File: config.mk
export PLATFORM = sky130hd
export DESIGN_NAME = rec_host
export DESIGN_NICKNAME = d
export VERILOG_FILES = /design/src/hdl/rec_host_pkg.sv /design/src/hdl/rec_host.sv
export SDC_FILE = /design/constraint.sdc
export NUM_CORES = 2
export LEC_CHECK = 0
export CAP_MARGIN = 30
export CORE_ASPECT_RATIO = 0.8
export CORE_MARGIN = 2
export CORE_UTILIZATION = 55
export CTS_BUF_LIST = sky130_fd_sc_hd__clkbuf_16
export DETAILED_ROUTE_END_ITERATION = 6
export DONT_BUFFER_PORTS = 1
export MAX_ROUTING_LAYER = met4
export PLACE_DENSITY = 0.66
export SLEW_MARGIN = 20
export SYNTH_ARGS = -nofsm -noshare
export SYNTH_HDL_FRONTEND = slang
export SYNTH_SLANG_ARGS = --single-unit
File: constraint.sdc
create_clock -name i_clk_sys -period 5 [get_ports i_clk_sys]
set_input_delay 0.5 -clock i_clk_sys [delete_from_list [all_inputs] [get_ports i_clk_sys]]
set_output_delay 0.5 -clock i_clk_sys [all_outputs]
set_load 0.05 [all_outputs]
File: src/hdl/rec_host_pkg.sv
// Constants for the record transfer host controller.
// Assumes a device host port with three word registers picked by a two-bit address.
`default_nettype none
package rec_host_pkg;
   // ************************************************************
   // Software register map (byte addresses).
   // ************************************************************
   localparam logic [7:0] SW_CONTROL = 8'h00;
   localparam logic [7:0] SW_STATUS = 8'h04;
   localparam logic [7:0] SW_RESPONSE = 8'h08;
   localparam logic [7:0] SW_FRAMES = 8'h0c;
   localparam logic [7:0] SW_INDEX = 8'h10;
   localparam logic [7:0] SW_DATA = 8'h14;
   localparam int CTL_START = 0;
   localparam int CTL_LINEAR = 1;
   localparam int CTL_STOP = 2;
   localparam int STS_BUSY = 0;
   localparam int STS_RECORDING = 1;
   localparam int STS_ERROR = 2;
   localparam int STS_LINEAR = 3;
   localparam int STS_STOP_PEND = 4;
   // ************************************************************
   // Device host port map.
   // ************************************************************
   localparam logic [1:0] DEV_SW_REG = 2'h0;
   localparam logic [1:0] DEV_HW_REG = 2'h1;
   localparam logic [1:0] DEV_RX_BUF = 2'h2;
   localparam int HWS_COMMAND_ACCEPTING = 0;
   localparam int HWS_RESPONSE_PENDING = 1;
   localparam int HWS_RX_FRAME_AVAIL = 2;
   // ************************************************************
   // Command and control words.
   // ************************************************************
   localparam logic [15:0] CMD_POLL_SYNC = 16'h5102;
   localparam logic [15:0] CMD_REC_COMPRESSED = 16'h1c03;
   localparam logic [15:0] CMD_REC_LINEAR = 16'h1e83;
   localparam logic [15:0] CMD_STOP_RECORD = 16'h5120;
   localparam logic [15:0] HWC_IRQ_RX = 16'h0401;
   localparam logic [15:0] HWC_DMA_BURST = 16'h0050;
   localparam logic [15:0] HWC_OFF = 16'h0000;
   // ************************************************************
   // Frame geometry.
   // ************************************************************
   localparam logic [4:0] CMP_BURST_WORDS = 5'd10;
   localparam logic [4:0] LIN_BURST_WORDS = 5'd16;
   localparam logic [7:0] CMP_FRAME_WORDS = 8'd10;
   localparam logic [7:0] LIN_FRAME_WORDS = 8'd240;
   localparam int FRAME_MEM_DEPTH = 256;
   typedef enum logic [13:0] {
      ST_IDLE = 14'h0001,
      ST_POLL_CA = 14'h0002,
      ST_CHK_CA = 14'h0004,
      ST_WR_CMD = 14'h0008,
      ST_POLL_RP = 14'h0010,
      ST_CHK_RP = 14'h0020,
      ST_RD_RESP = 14'h0040,
      ST_GET_RESP = 14'h0080,
      ST_WR_HWC = 14'h0100,
      ST_WAIT_FRM = 14'h0200,
      ST_RD_BUF = 14'h0400,
      ST_GET_BUF = 14'h0800,
      ST_REARM = 14'h1000,
      ST_RESERVED = 14'h2000
   } state_e;
endpackage
`default_nettype wire

File: src/hdl/rec_host.sv
// Host controller that starts, paces and stops record transfers of the speech co-processor.
// Assumes one-cycle device accesses: read data on the device bus in the cycle after a read strobe.
//
// Implementation choices: strobed register access and the register addresses.
`default_nettype none
// Function
// - Poll command_accepting in hardware status before each command write.
// - Wait for response_pending, then read the response from software status.
// - Select poll-synchronised record with 5102H and collect its acknowledgement.
// - Compressed record start 1C03H uses the receive buffer port, path 11.
// - Write 0401H to hardware control to interrupt on rx_frame_avail.
// - Read exactly 10 buffer words per interrupt at the 5.3 kbps rate.
// - To stop, write 0000H to hardware control, then stop command 5120H.
// - No receive buffer access after issuing the stop command.
// - Linear record start 1E83H, format 101, via the receive buffer port.
// - Write 0050H to hardware control for burst DMA receive requests.
// - Answer rx_dma_request with rx_dma_ack_n low and read 16 words.
// - Host frame buffer holds a whole number of frames.
// - Discard partial frames; stop only on a complete frame boundary.
// - Legacy protocol selects 8.5 kbps with 5130H, echoed by the device; this host never sends 5130H, it always selects with 5102H.
// - Low two command bits select transfer path; 11 means receive buffer.
module rec_host (
   input wire logic i_clk_sys,
   input wire logic i_sys_rst,
   input wire logic [7:0] i_sw_addr,
   input wire logic [31:0] i_sw_wdata,
   input wire logic i_sw_wr,
   input wire logic i_sw_rd,
   output logic [31:0] o_sw_rdata,
   output logic [1:0] o_dev_addr,
   output logic o_dev_cs_n,
   output logic o_dev_rd_n,
   output logic o_dev_wr_n,
   output logic [15:0] o_dev_data,
   output logic o_dev_data_oe,
   input wire logic [15:0] i_dev_data,
   input wire logic i_dev_irq,
   input wire logic i_rx_dma_request,
   output logic o_rx_dma_ack_n
);
   // ************************************************************
   // State and storage.
   // ************************************************************
   rec_host_pkg::state_e state;
   rec_host_pkg::state_e next_state;
   logic linear;
   logic started;
   logic stopping;
   logic stop_req;
   logic error;
   logic dma_ack;
   logic [15:0] response;
   logic [15:0] frames;
   logic [7:0] rd_index;
   logic [7:0] frame_word;
   logic [4:0] burst_word;
   logic [15:0] dout;
   logic [1:0] addr;
   logic [31:0] rdata;
   logic [15:0] frame_mem [0:rec_host_pkg::FRAME_MEM_DEPTH-1];

   // ************************************************************
   // Decoding.
   // ************************************************************
   wire sw_ctl_wr = i_sw_wr && (i_sw_addr == rec_host_pkg::SW_CONTROL);
   wire sw_idx_wr = i_sw_wr && (i_sw_addr == rec_host_pkg::SW_INDEX);
   wire sw_data_rd = i_sw_rd && (i_sw_addr == rec_host_pkg::SW_DATA);
   wire start_cmd = sw_ctl_wr && i_sw_wdata[rec_host_pkg::CTL_START];
   wire stop_cmd = sw_ctl_wr && i_sw_wdata[rec_host_pkg::CTL_STOP];
   wire idle = (state == rec_host_pkg::ST_IDLE);
   wire ca_seen = i_dev_data[rec_host_pkg::HWS_COMMAND_ACCEPTING];
   wire rp_seen = i_dev_data[rec_host_pkg::HWS_RESPONSE_PENDING];
   wire [15:0] rec_word = linear ? rec_host_pkg::CMD_REC_LINEAR : rec_host_pkg::CMD_REC_COMPRESSED;
   wire [15:0] cmd_word = stopping ? rec_host_pkg::CMD_STOP_RECORD :
                          (started ? rec_word : rec_host_pkg::CMD_POLL_SYNC);
   wire [15:0] hwc_on = linear ? rec_host_pkg::HWC_DMA_BURST : rec_host_pkg::HWC_IRQ_RX;
   // The write data are launched while the stop is still being taken in the wait state,
   // so that state must already pick the disabling word.
   wire hwc_off_now = stopping || (state == rec_host_pkg::ST_WAIT_FRM);
   wire [15:0] hwc_word = hwc_off_now ? rec_host_pkg::HWC_OFF : hwc_on;
   // Interrupt mode waits on the interrupt line; burst mode on the active-high DMA request.
   wire frame_ready = linear ? i_rx_dma_request : i_dev_irq;
   wire [4:0] burst_len = linear ? rec_host_pkg::LIN_BURST_WORDS : rec_host_pkg::CMP_BURST_WORDS;
   wire [7:0] frame_len = linear ? rec_host_pkg::LIN_FRAME_WORDS : rec_host_pkg::CMP_FRAME_WORDS;
   wire burst_last = (burst_word == burst_len - 5'd1);
   wire frame_last = (frame_word == frame_len - 8'd1);
   // Stopping is only taken between frames, so the frame buffer never ends on a partial frame.
   wire stop_now = stop_req && (frame_word == 8'd0);
   wire stop_take = (state == rec_host_pkg::ST_WAIT_FRM) && stop_now;
   wire ack_on = (state == rec_host_pkg::ST_WAIT_FRM) && !stop_now && frame_ready && linear;
   wire burst_done = (state == rec_host_pkg::ST_GET_BUF) && burst_last;
   wire frame_done = (state == rec_host_pkg::ST_GET_BUF) && frame_last;

   // ************************************************************
   // Sequencer.
   // ************************************************************
   // Every device read is a strobe state followed by a sampling state, because read data
   // stand on the device bus only in the cycle after the strobe.
   always_comb begin
      next_state = state;
      case (state)
         rec_host_pkg::ST_IDLE: begin
            if (start_cmd) begin
               next_state = rec_host_pkg::ST_POLL_CA;
            end
         end
         rec_host_pkg::ST_POLL_CA: begin
            next_state = rec_host_pkg::ST_CHK_CA;
         end
         rec_host_pkg::ST_CHK_CA: begin
            next_state = ca_seen ? rec_host_pkg::ST_WR_CMD : rec_host_pkg::ST_POLL_CA;
         end
         rec_host_pkg::ST_WR_CMD: begin
            next_state = rec_host_pkg::ST_POLL_RP;
         end
         rec_host_pkg::ST_POLL_RP: begin
            next_state = rec_host_pkg::ST_CHK_RP;
         end
         rec_host_pkg::ST_CHK_RP: begin
            // The record start answer comes only after the device has synchronised.
            next_state = rp_seen ? rec_host_pkg::ST_RD_RESP : rec_host_pkg::ST_POLL_RP;
         end
         rec_host_pkg::ST_RD_RESP: begin
            next_state = rec_host_pkg::ST_GET_RESP;
         end
         rec_host_pkg::ST_GET_RESP: begin
            if (stopping) begin
               next_state = rec_host_pkg::ST_IDLE;
            end else if (!started) begin
               next_state = rec_host_pkg::ST_POLL_CA;
            end else begin
               next_state = rec_host_pkg::ST_WR_HWC;
            end
         end
         rec_host_pkg::ST_WR_HWC: begin
            next_state = stopping ? rec_host_pkg::ST_POLL_CA : rec_host_pkg::ST_WAIT_FRM;
         end
         rec_host_pkg::ST_WAIT_FRM: begin
            if (stop_now) begin
               next_state = rec_host_pkg::ST_WR_HWC;
            end else if (frame_ready) begin
               next_state = rec_host_pkg::ST_RD_BUF;
            end
         end
         rec_host_pkg::ST_RD_BUF: begin
            next_state = rec_host_pkg::ST_GET_BUF;
         end
         rec_host_pkg::ST_GET_BUF: begin
            next_state = burst_last ? rec_host_pkg::ST_REARM : rec_host_pkg::ST_RD_BUF;
         end
         rec_host_pkg::ST_REARM: begin
            // The ready level must drop before the next burst, or one burst is read twice.
            if (!frame_ready) begin
               next_state = rec_host_pkg::ST_WAIT_FRM;
            end
         end
         default: begin
            next_state = rec_host_pkg::ST_IDLE;
         end
      endcase
   end

   always_ff @(posedge i_clk_sys) begin
      if (i_sys_rst) begin
         state <= rec_host_pkg::ST_IDLE;
      end else begin
         state <= next_state;
      end
   end

   // ************************************************************
   // Session control.
   // ************************************************************
   // A sync or start response that does not echo its command is only flagged; the sequence goes on,
   // so software can still stop the session cleanly.
   always_ff @(posedge i_clk_sys) begin
      if (i_sys_rst) begin
         linear <= 1'b0;
         started <= 1'b0;
         error <= 1'b0;
         response <= 16'h0000;
      end else begin
         if (idle && start_cmd) begin
            linear <= i_sw_wdata[rec_host_pkg::CTL_LINEAR];
            started <= 1'b0;
            error <= 1'b0;
         end
         if (state == rec_host_pkg::ST_GET_RESP) begin
            response <= i_dev_data;
            if (!stopping) begin
               started <= 1'b1;
               if (i_dev_data != cmd_word) begin
                  error <= 1'b1;
               end
            end
         end
      end
   end

   // A stop written in the cycle in which an earlier one is taken wins over the clear;
   // it then stays pending until idle, while the stop already under way goes on.
   always_ff @(posedge i_clk_sys) begin
      if (i_sys_rst) begin
         stop_req <= 1'b0;
      end else if (stop_cmd && !idle) begin
         stop_req <= 1'b1;
      end else if (stop_take || idle) begin
         stop_req <= 1'b0;
      end
   end

   always_ff @(posedge i_clk_sys) begin
      if (i_sys_rst) begin
         stopping <= 1'b0;
      end else if (idle && start_cmd) begin
         stopping <= 1'b0;
      end else if (stop_take) begin
         stopping <= 1'b1;
      end
   end

   // ************************************************************
   // Frame capture.
   // ************************************************************
   always_ff @(posedge i_clk_sys) begin
      if (i_sys_rst) begin
         frame_word <= 8'd0;
         burst_word <= 5'd0;
      end else begin
         if (idle && start_cmd) begin
            frame_word <= 8'd0;
            burst_word <= 5'd0;
         end
         if (state == rec_host_pkg::ST_GET_BUF) begin
            burst_word <= burst_last ? 5'd0 : burst_word + 5'd1;
            frame_word <= frame_last ? 8'd0 : frame_word + 8'd1;
         end
      end
   end

   // Only whole frames are counted, so software sees progress in frame steps.
   always_ff @(posedge i_clk_sys) begin
      if (i_sys_rst) begin
         frames <= 16'h0000;
      end else if (idle && start_cmd) begin
         frames <= 16'h0000;
      end else if (frame_done) begin
         frames <= frames + 16'h0001;
      end
   end

   // The acknowledge is a level held over the whole burst, not a pulse per word.
   always_ff @(posedge i_clk_sys) begin
      if (i_sys_rst) begin
         dma_ack <= 1'b0;
      end else if (ack_on) begin
         dma_ack <= 1'b1;
      end else if (burst_done) begin
         dma_ack <= 1'b0;
      end
   end

   // One frame is kept; software must drain it before the first word of the next one is written.
   always_ff @(posedge i_clk_sys) begin
      if (state == rec_host_pkg::ST_GET_BUF) begin
         frame_mem[frame_word] <= i_dev_data;
      end
   end

   // ************************************************************
   // Device port drive.
   // ************************************************************
   // Address and write data are registered from the next state, so they switch together with the state
   // and stand exactly in the strobe cycle.
   always_comb begin
      case (next_state)
         rec_host_pkg::ST_POLL_CA, rec_host_pkg::ST_POLL_RP: addr = rec_host_pkg::DEV_HW_REG;
         rec_host_pkg::ST_WR_HWC: addr = rec_host_pkg::DEV_HW_REG;
         rec_host_pkg::ST_RD_BUF: addr = rec_host_pkg::DEV_RX_BUF;
         default: addr = rec_host_pkg::DEV_SW_REG;
      endcase
   end

   always_ff @(posedge i_clk_sys) begin
      if (i_sys_rst) begin
         dout <= 16'h0000;
         o_dev_addr <= rec_host_pkg::DEV_SW_REG;
      end else begin
         dout <= (next_state == rec_host_pkg::ST_WR_HWC) ? hwc_word : cmd_word;
         o_dev_addr <= addr;
      end
   end

   wire dev_write = (state == rec_host_pkg::ST_WR_CMD) || (state == rec_host_pkg::ST_WR_HWC);
   wire dev_read = (state == rec_host_pkg::ST_POLL_CA) || (state == rec_host_pkg::ST_POLL_RP) ||
                   (state == rec_host_pkg::ST_RD_RESP) || (state == rec_host_pkg::ST_RD_BUF);
   assign o_dev_data = dout;
   assign o_dev_data_oe = dev_write;
   assign o_dev_wr_n = !dev_write;
   assign o_dev_rd_n = !dev_read;
   assign o_dev_cs_n = !(dev_write || dev_read);
   assign o_rx_dma_ack_n = !dma_ack;

   // ************************************************************
   // Software registers.
   // ************************************************************
   wire [31:0] status_word = {27'h0000000, stop_req, linear, error, started && !stopping, !idle};
   always_comb begin
      case (i_sw_addr)
         rec_host_pkg::SW_STATUS: rdata = status_word;
         rec_host_pkg::SW_RESPONSE: rdata = {16'h0000, response};
         rec_host_pkg::SW_FRAMES: rdata = {16'h0000, frames};
         rec_host_pkg::SW_INDEX: rdata = {24'h000000, rd_index};
         rec_host_pkg::SW_DATA: rdata = {16'h0000, frame_mem[rd_index]};
         rec_host_pkg::SW_CONTROL: rdata = {30'h00000000, linear, 1'b0};
         default: rdata = 32'h00000000;
      endcase
   end

   // Read data stand for one cycle and are zero otherwise, so a stale word never looks like an answer.
   always_ff @(posedge i_clk_sys) begin
      if (i_sys_rst) begin
         o_sw_rdata <= 32'h00000000;
      end else begin
         o_sw_rdata <= i_sw_rd ? rdata : 32'h00000000;
      end
   end

   // Reading the data word steps the index, so a frame drains with back-to-back reads.
   always_ff @(posedge i_clk_sys) begin
      if (i_sys_rst) begin
         rd_index <= 8'd0;
      end else if (sw_idx_wr) begin
         rd_index <= i_sw_wdata[7:0];
      end else if (sw_data_rd) begin
         rd_index <= rd_index + 8'd1;
      end
   end
endmodule
`default_nettype wire

## Word-level counts from Yosys, hierarchy flattened

Memories as Yosys holds them, arrays and structs flattened. A register that Yosys moved wholly into a read port is not among the register bits.
Cells that the tools add are included.

- Reductions and logical operators: 38
- Muxes and demuxes: 45
- Bitwise operators: 1
- Add/subtract/negate cells: 6
- Equal/unequal tests: 25

Operators by type and width:

| cell | count |
|---|---|
| $pmux 14 s13 | 1 |
| $pmux 16 s6 | 1 |
| $mux 8 | 8 |
| $mux 14 | 4 |
| $mux 15 | 3 |
| $eq 14x11->1 const B | 2 |
| $eq 14x2->1 const B | 2 |
| $eq 14x5->1 const B | 2 |
| $eq 14x9->1 const B | 2 |
| $mux 11 | 2 |
| $mux 10 | 2 |
| $mux 5 | 4 |
| $mux 9 | 2 |
| $add 16x1->16 const B | 1 |
| $add 8x1->8 const B | 2 |
| $eq 8x4->1 const B | 2 |
| $eq 8x5->1 const B | 2 |
| $logic_not 8->1 | 2 |
| $ne 16x15->1 | 1 |
| $logic_and 1x1->1 | 15 |
| $eq 14x1->1 const B | 1 |
| $eq 14x10->1 const B | 1 |
| $eq 14x12->1 const B | 1 |
| $eq 14x13->1 const B | 1 |
| other kinds (22) | 51 |

- Output and inout port bits: 55
- Memories: 1
- Bits of input ports: 62
- RAM bits: 4,096
- Logic and storage cells: 131
- Flip-flop bits (word level): 123

Memory list:

| name | depth | bits a word | rd ports | clocked after Yosys merged registers in | write ports | line | source |
|---|---|---|---|---|---|---|---|
| frame_mem | 256 | 16 | 1 | 1 | 1 | rec_host.sv:60 | `logic [15:0] frame_mem [0:rec_host_pkg::FRAME_MEM_DEPTH-1];` |

## Longest topological paths before layout

- Word-level depth: 8
- Depth in mapped cells: 13
- Gate-level depth less buffers: 9

## Least setup slack after synthesis

Ideal clock, no wire load.

- Kind: register to register
- From: register state[2]
- To: register state[2]
- Clock period less this slack: 3.401 ns
- Required time: 4.883 ns
- Stages on the path, launching flop included: 8
- Buffers on the path: 0
- Path slack: 1.599 ns
- Library setup time: 0.117 ns
- Data arrival time: 3.285 ns
- Cell sequence: dfxtp_1 nor3_1 and4b_1 and3_1 nand2b_1 a211oi_1 a41oi_1 and4_1

- Word-level cells in the longest chain between the ends: 3
- Elaborated cells between the ends (all ways): 18
- Those cells by class: eq/ne (13); mux (5)

Ends and longest elaborated chain:

| what | line | source |
|---|---|---|
| start, declared | rec_host.sv:44 | `rec_host_pkg::state_e state;` |
| start signal, assigned | rec_host.sv:165 | `state <= rec_host_pkg::ST_IDLE;` |
| start signal, assigned | rec_host.sv:167 | `state <= next_state;` |
| parallel branches: the longest is 2 deep, another holds $eq 14x13->1 | - |  |
| $pmux 14 s13 (*) | rec_host.sv:101 | `case (state)` |

Mark *: on every way between the ends.
A chain may end at the register's enable or synchronous reset.

==> impl_metrics.ini <==
[status]
status = complete, but fails checks
violations = DRC, hold timing

[sta]
post-route-period-util = 0.915
drv_slew = 0
hold_viol = 1
fin_crit_ns = 4.58
fmax_mhz = 219
tns_ns = 0
rsz0062_at_grt = no
skew_ns = 0.0486
hold_slack_ns = -0.00296
worst_slew_pin_slew_ns = 1.11
finalSetupViolations = 0
slew_headroom = 0.254

[place]
place_congestion = 0.968
portBuffers = 0
dp_hpwl_microns = 287000

[cts]
cts_tree = yes
clk_pin_slew_ns = 0.06
clk_path_buf_depth = 4
cts_sinks = 4203
cts_buffers = 394
cts_root_buf = clkbuf_16
clk_latency_ns = 0.93
h-tree-depth = 5
post_cts_resized = 0

[global_route]
antenna_found_initial = 47
grt_max_degree = 258
track_usage = 0.340
grt_pass1_wl_microns = 679000
grt_overflow_total = 0
grt_pass1_vias = 82700

[min_path]
hold_start = i_dev_data[7]
hold_end = response[7]
whs_path_depth = 3
worstHoldPathType = in -> reg

[synthesis]
syn_avg_cell_area_sq_um = 21.0
netlist_instances = 7756
synth_flop_cell = edfxtp_1
synth_area_sq_um = 163000
synthArstFlopShare = 0
synth_edf_count = 4096
ys_ff_latch = 4203
synth-seq-area-share = 0.768
yosysUniqueCellTypes = 85
synth-warning-count = 0

[critical_path]
cp.arrival_ns = 5.41
ff2ff_setup_slack_ns = 0.42
crit_required_ns = 5.84
crit_path_end_kind = flop
startpoint_type = flop
worstSetupPathType = reg -> reg
critPathMaxFanout = 22
r2r_end = o_sw_rdata[6]
reg2reg_depth = 11

[route]
via_count = 87500
wirelength_microns = 497000
viasPerCell = 6.89
drc_errors = 18
ant_nets = 0
drt_iter0_markers = 15900
wl_per_cell_microns = 39.1
first_pass_iters = 7

[power]
ir_drop_uv = 320
p_per_area_nw_per_um2 = 372
p_leak_uw = 0.0571

[layout]
drive_above_1_share = 0.274
area_delta_synth_final_pct = 13.2
utilization = 0.627
fin_nets = 8448

[floorplanning]
io_pins = 117
die_x_microns = 613
rows = 178
core_sq_um = 294000
initial_core_util = 0.554
die_area_sq_um = 301000
die_h_microns = 491

[job]
drv_cap = 0
layout make-up:
cell class | count | area (sq um)
tap | 3960 | 4950
sequential | 4203 | 125000
clock buffer | 405 | 10100
antenna | 40 | 100
multi-input combinational | 3085 | 35300
clock inverter | 310 | 2210
fill | 20000 | 110000
timing repair buffer | 680 | 6620
inverter | 15 | 76.3
cell usage after synthesis (14+ instances only):
| master | instances | area (sq um) |
|---|---|---|
| o21ai_0 | 72 | 360 |
| nand2_1 | 308 | 1160 |
| buf_8 | 14 | 210 |
| mux2_2 | 26 | 293 |
| dfxtp_1 | 107 | 2140 |
| clkbuf_1 | 124 | 465 |
| mux2i_1 | 266 | 2660 |
| nand2b_1 | 22 | 138 |
| a21oi_1 | 128 | 641 |
| o22ai_1 | 112 | 701 |
| edfxtp_1 | 4096 | 123000 |
| buf_6 | 60 | 676 |
| buf_2 | 131 | 656 |
| a211oi_1 | 39 | 293 |
| nor2_1 | 430 | 1610 |
| a31oi_1 | 28 | 175 |
| and2_1 | 17 | 106 |
| buf_4 | 104 | 781 |
| nor2b_1 | 27 | 169 |
| a221oi_1 | 31 | 272 |
| nand3_1 | 110 | 551 |
| buf_1 | 29 | 109 |
| and3_1 | 23 | 144 |
| nor4_1 | 18 | 113 |
| nand4_1 | 21 | 131 |
| a22o_1 | 23 | 201 |
| a22oi_1 | 98 | 736 |
| mux4_2 | 963 | 21700 |
| o221ai_1 | 43 | 377 |
| nor3_1 | 49 | 245 |
worst max path at each step:
| stage | start | end | cells after the start |
|---|---|---|---|
| final | flop | o_sw_rdata[6] | 11 |
| after global placement | flop | o_sw_rdata[6] | 11 |
| after floorplan | state[2] | state[2] | 7 |
| after CTS | flop | o_sw_rdata[2] | 11 |
| after detailed placement | flop | o_sw_rdata[2] | 11 |
| after global routing | flop | o_sw_rdata[6] | 11 |
power breakdown:
group / internal [uW] / switching, uW / leakage [uW] / total, uW
sequential: 38600 / 10.7 / 0.0377 / 38600
clock: 16200 / 12900 / 0.00635 / 29200
combinational: 176 / 795 / 0.0131 / 970
total: 55000 / 13700 / 0.0571 / 68800
registers in the layout, indices dropped and copies added, names as in the netlist, named ones only:
name	count
frame_mem	4096
linear	1
o_dev_addr	2
error	1
dma_ack	1
o_sw_rdata	16
stop_req	1
o_dev_data	8
state	14
frame_word	8
burst_word	5
stopping	1
started	1
rd_index	8
frames	16
response	16
metrics by stage:
| step | instances | power (uW) | cell area, sq um | setup WS (ns) |
|---|---|---|---|---|
| after global placement | 11900 | 39600 | 171000 | 0.304 |
| after CTS | 12600 | 68800 | 184000 | 0.531 |
| after floorplan | 7776 | 39600 | 163000 | 1.60 |
| after detailed placement | 11900 | 39600 | 171000 | 0.558 |
| final | 12700 | 68800 | 185000 | 0.424 |
| after global routing | 12700 | 70300 | 185000 | 0.451 |
cells in the final DEF (no fill, tap or decap), types with 13 or more instances in the layout:
cell / instances
nor2_2: 129
buf_12: 52
nor3_1: 48
mux2_2: 26
nand2_1: 306
buf_4: 550
nor2b_1: 20
buf_16: 37
xnor2_1: 13
conb_1: 21
dfxtp_1: 100
clkinv_2: 71
clkinv_1: 97
a211oi_1: 38
a22o_1: 23
clkbuf_16: 405
inv_1: 89
dlygate4sd3_1: 26
a311oi_1: 13
o22ai_1: 112
mux2i_1: 266
a22oi_1: 98
and2_1: 16
a21oi_1: 128
nor2_1: 299
nand4_1: 21
nand3_1: 98
nor4_1: 17
a221oi_1: 31
clkinvlp_4: 17
edfxtp_1: 4096
bufinv_16: 31
mux4_2: 963
nand2b_1: 19
diode_2: 40
o21ai_0: 72
and3_1: 23
o221ai_1: 43
a31oi_1: 28
routing by layer:
metal,up-vias,part of all wire,GRT usage,wire [microns]
li1,33600,-,-,-
met1,46000,0.36,0.468,179000
met2,6738,0.44,0.466,216000
met3,1116,0.15,0.112,74500
met4,0,0.054,0.153,26900
met5,-,0,-,0
repair_timing:
item / 4_1_cts / 5_1_grt
buffers inserted: 0 / 0
endpoints found under the hold margin: 3343 / 0
hold buffers: 58 / 0
cell families (layout without fill, tap and decap cells):
family / after synthesis / count (layout) / share of synthesized area
buffers and inverters: 488 / 1410 / 0.0191
multiplexers: 1265 / 1265 / 0.153
AND/OR/NAND/NOR: 1086 / 1086 / 0.0298
flip-flops: 4203 / 4203 / 0.768
AO/OA/AOI/OAI: 683 / 683 / 0.0288
other: 1 / 61 / 0.0000230
XOR/XNOR: 23 / 23 / 0.00124
adder cells (fa/ha/maj): 7 / 7 / 0.000537
worst max-delay path: stages, from the launching register on:
cell and delay, ns:
dfxtp_4 0.89, buf_12 0.26, buf_4 0.23, inv_2 0.32
mux2i_1 0.22, buf_4 0.17, a221oi_1 0.64, nor2_1 0.23
a2111oi_2 0.79, buf_4 0.23, nor3b_1 0.09, o32ai_1 0.31
No activity file was read; power rests on OpenSTA's default activity.
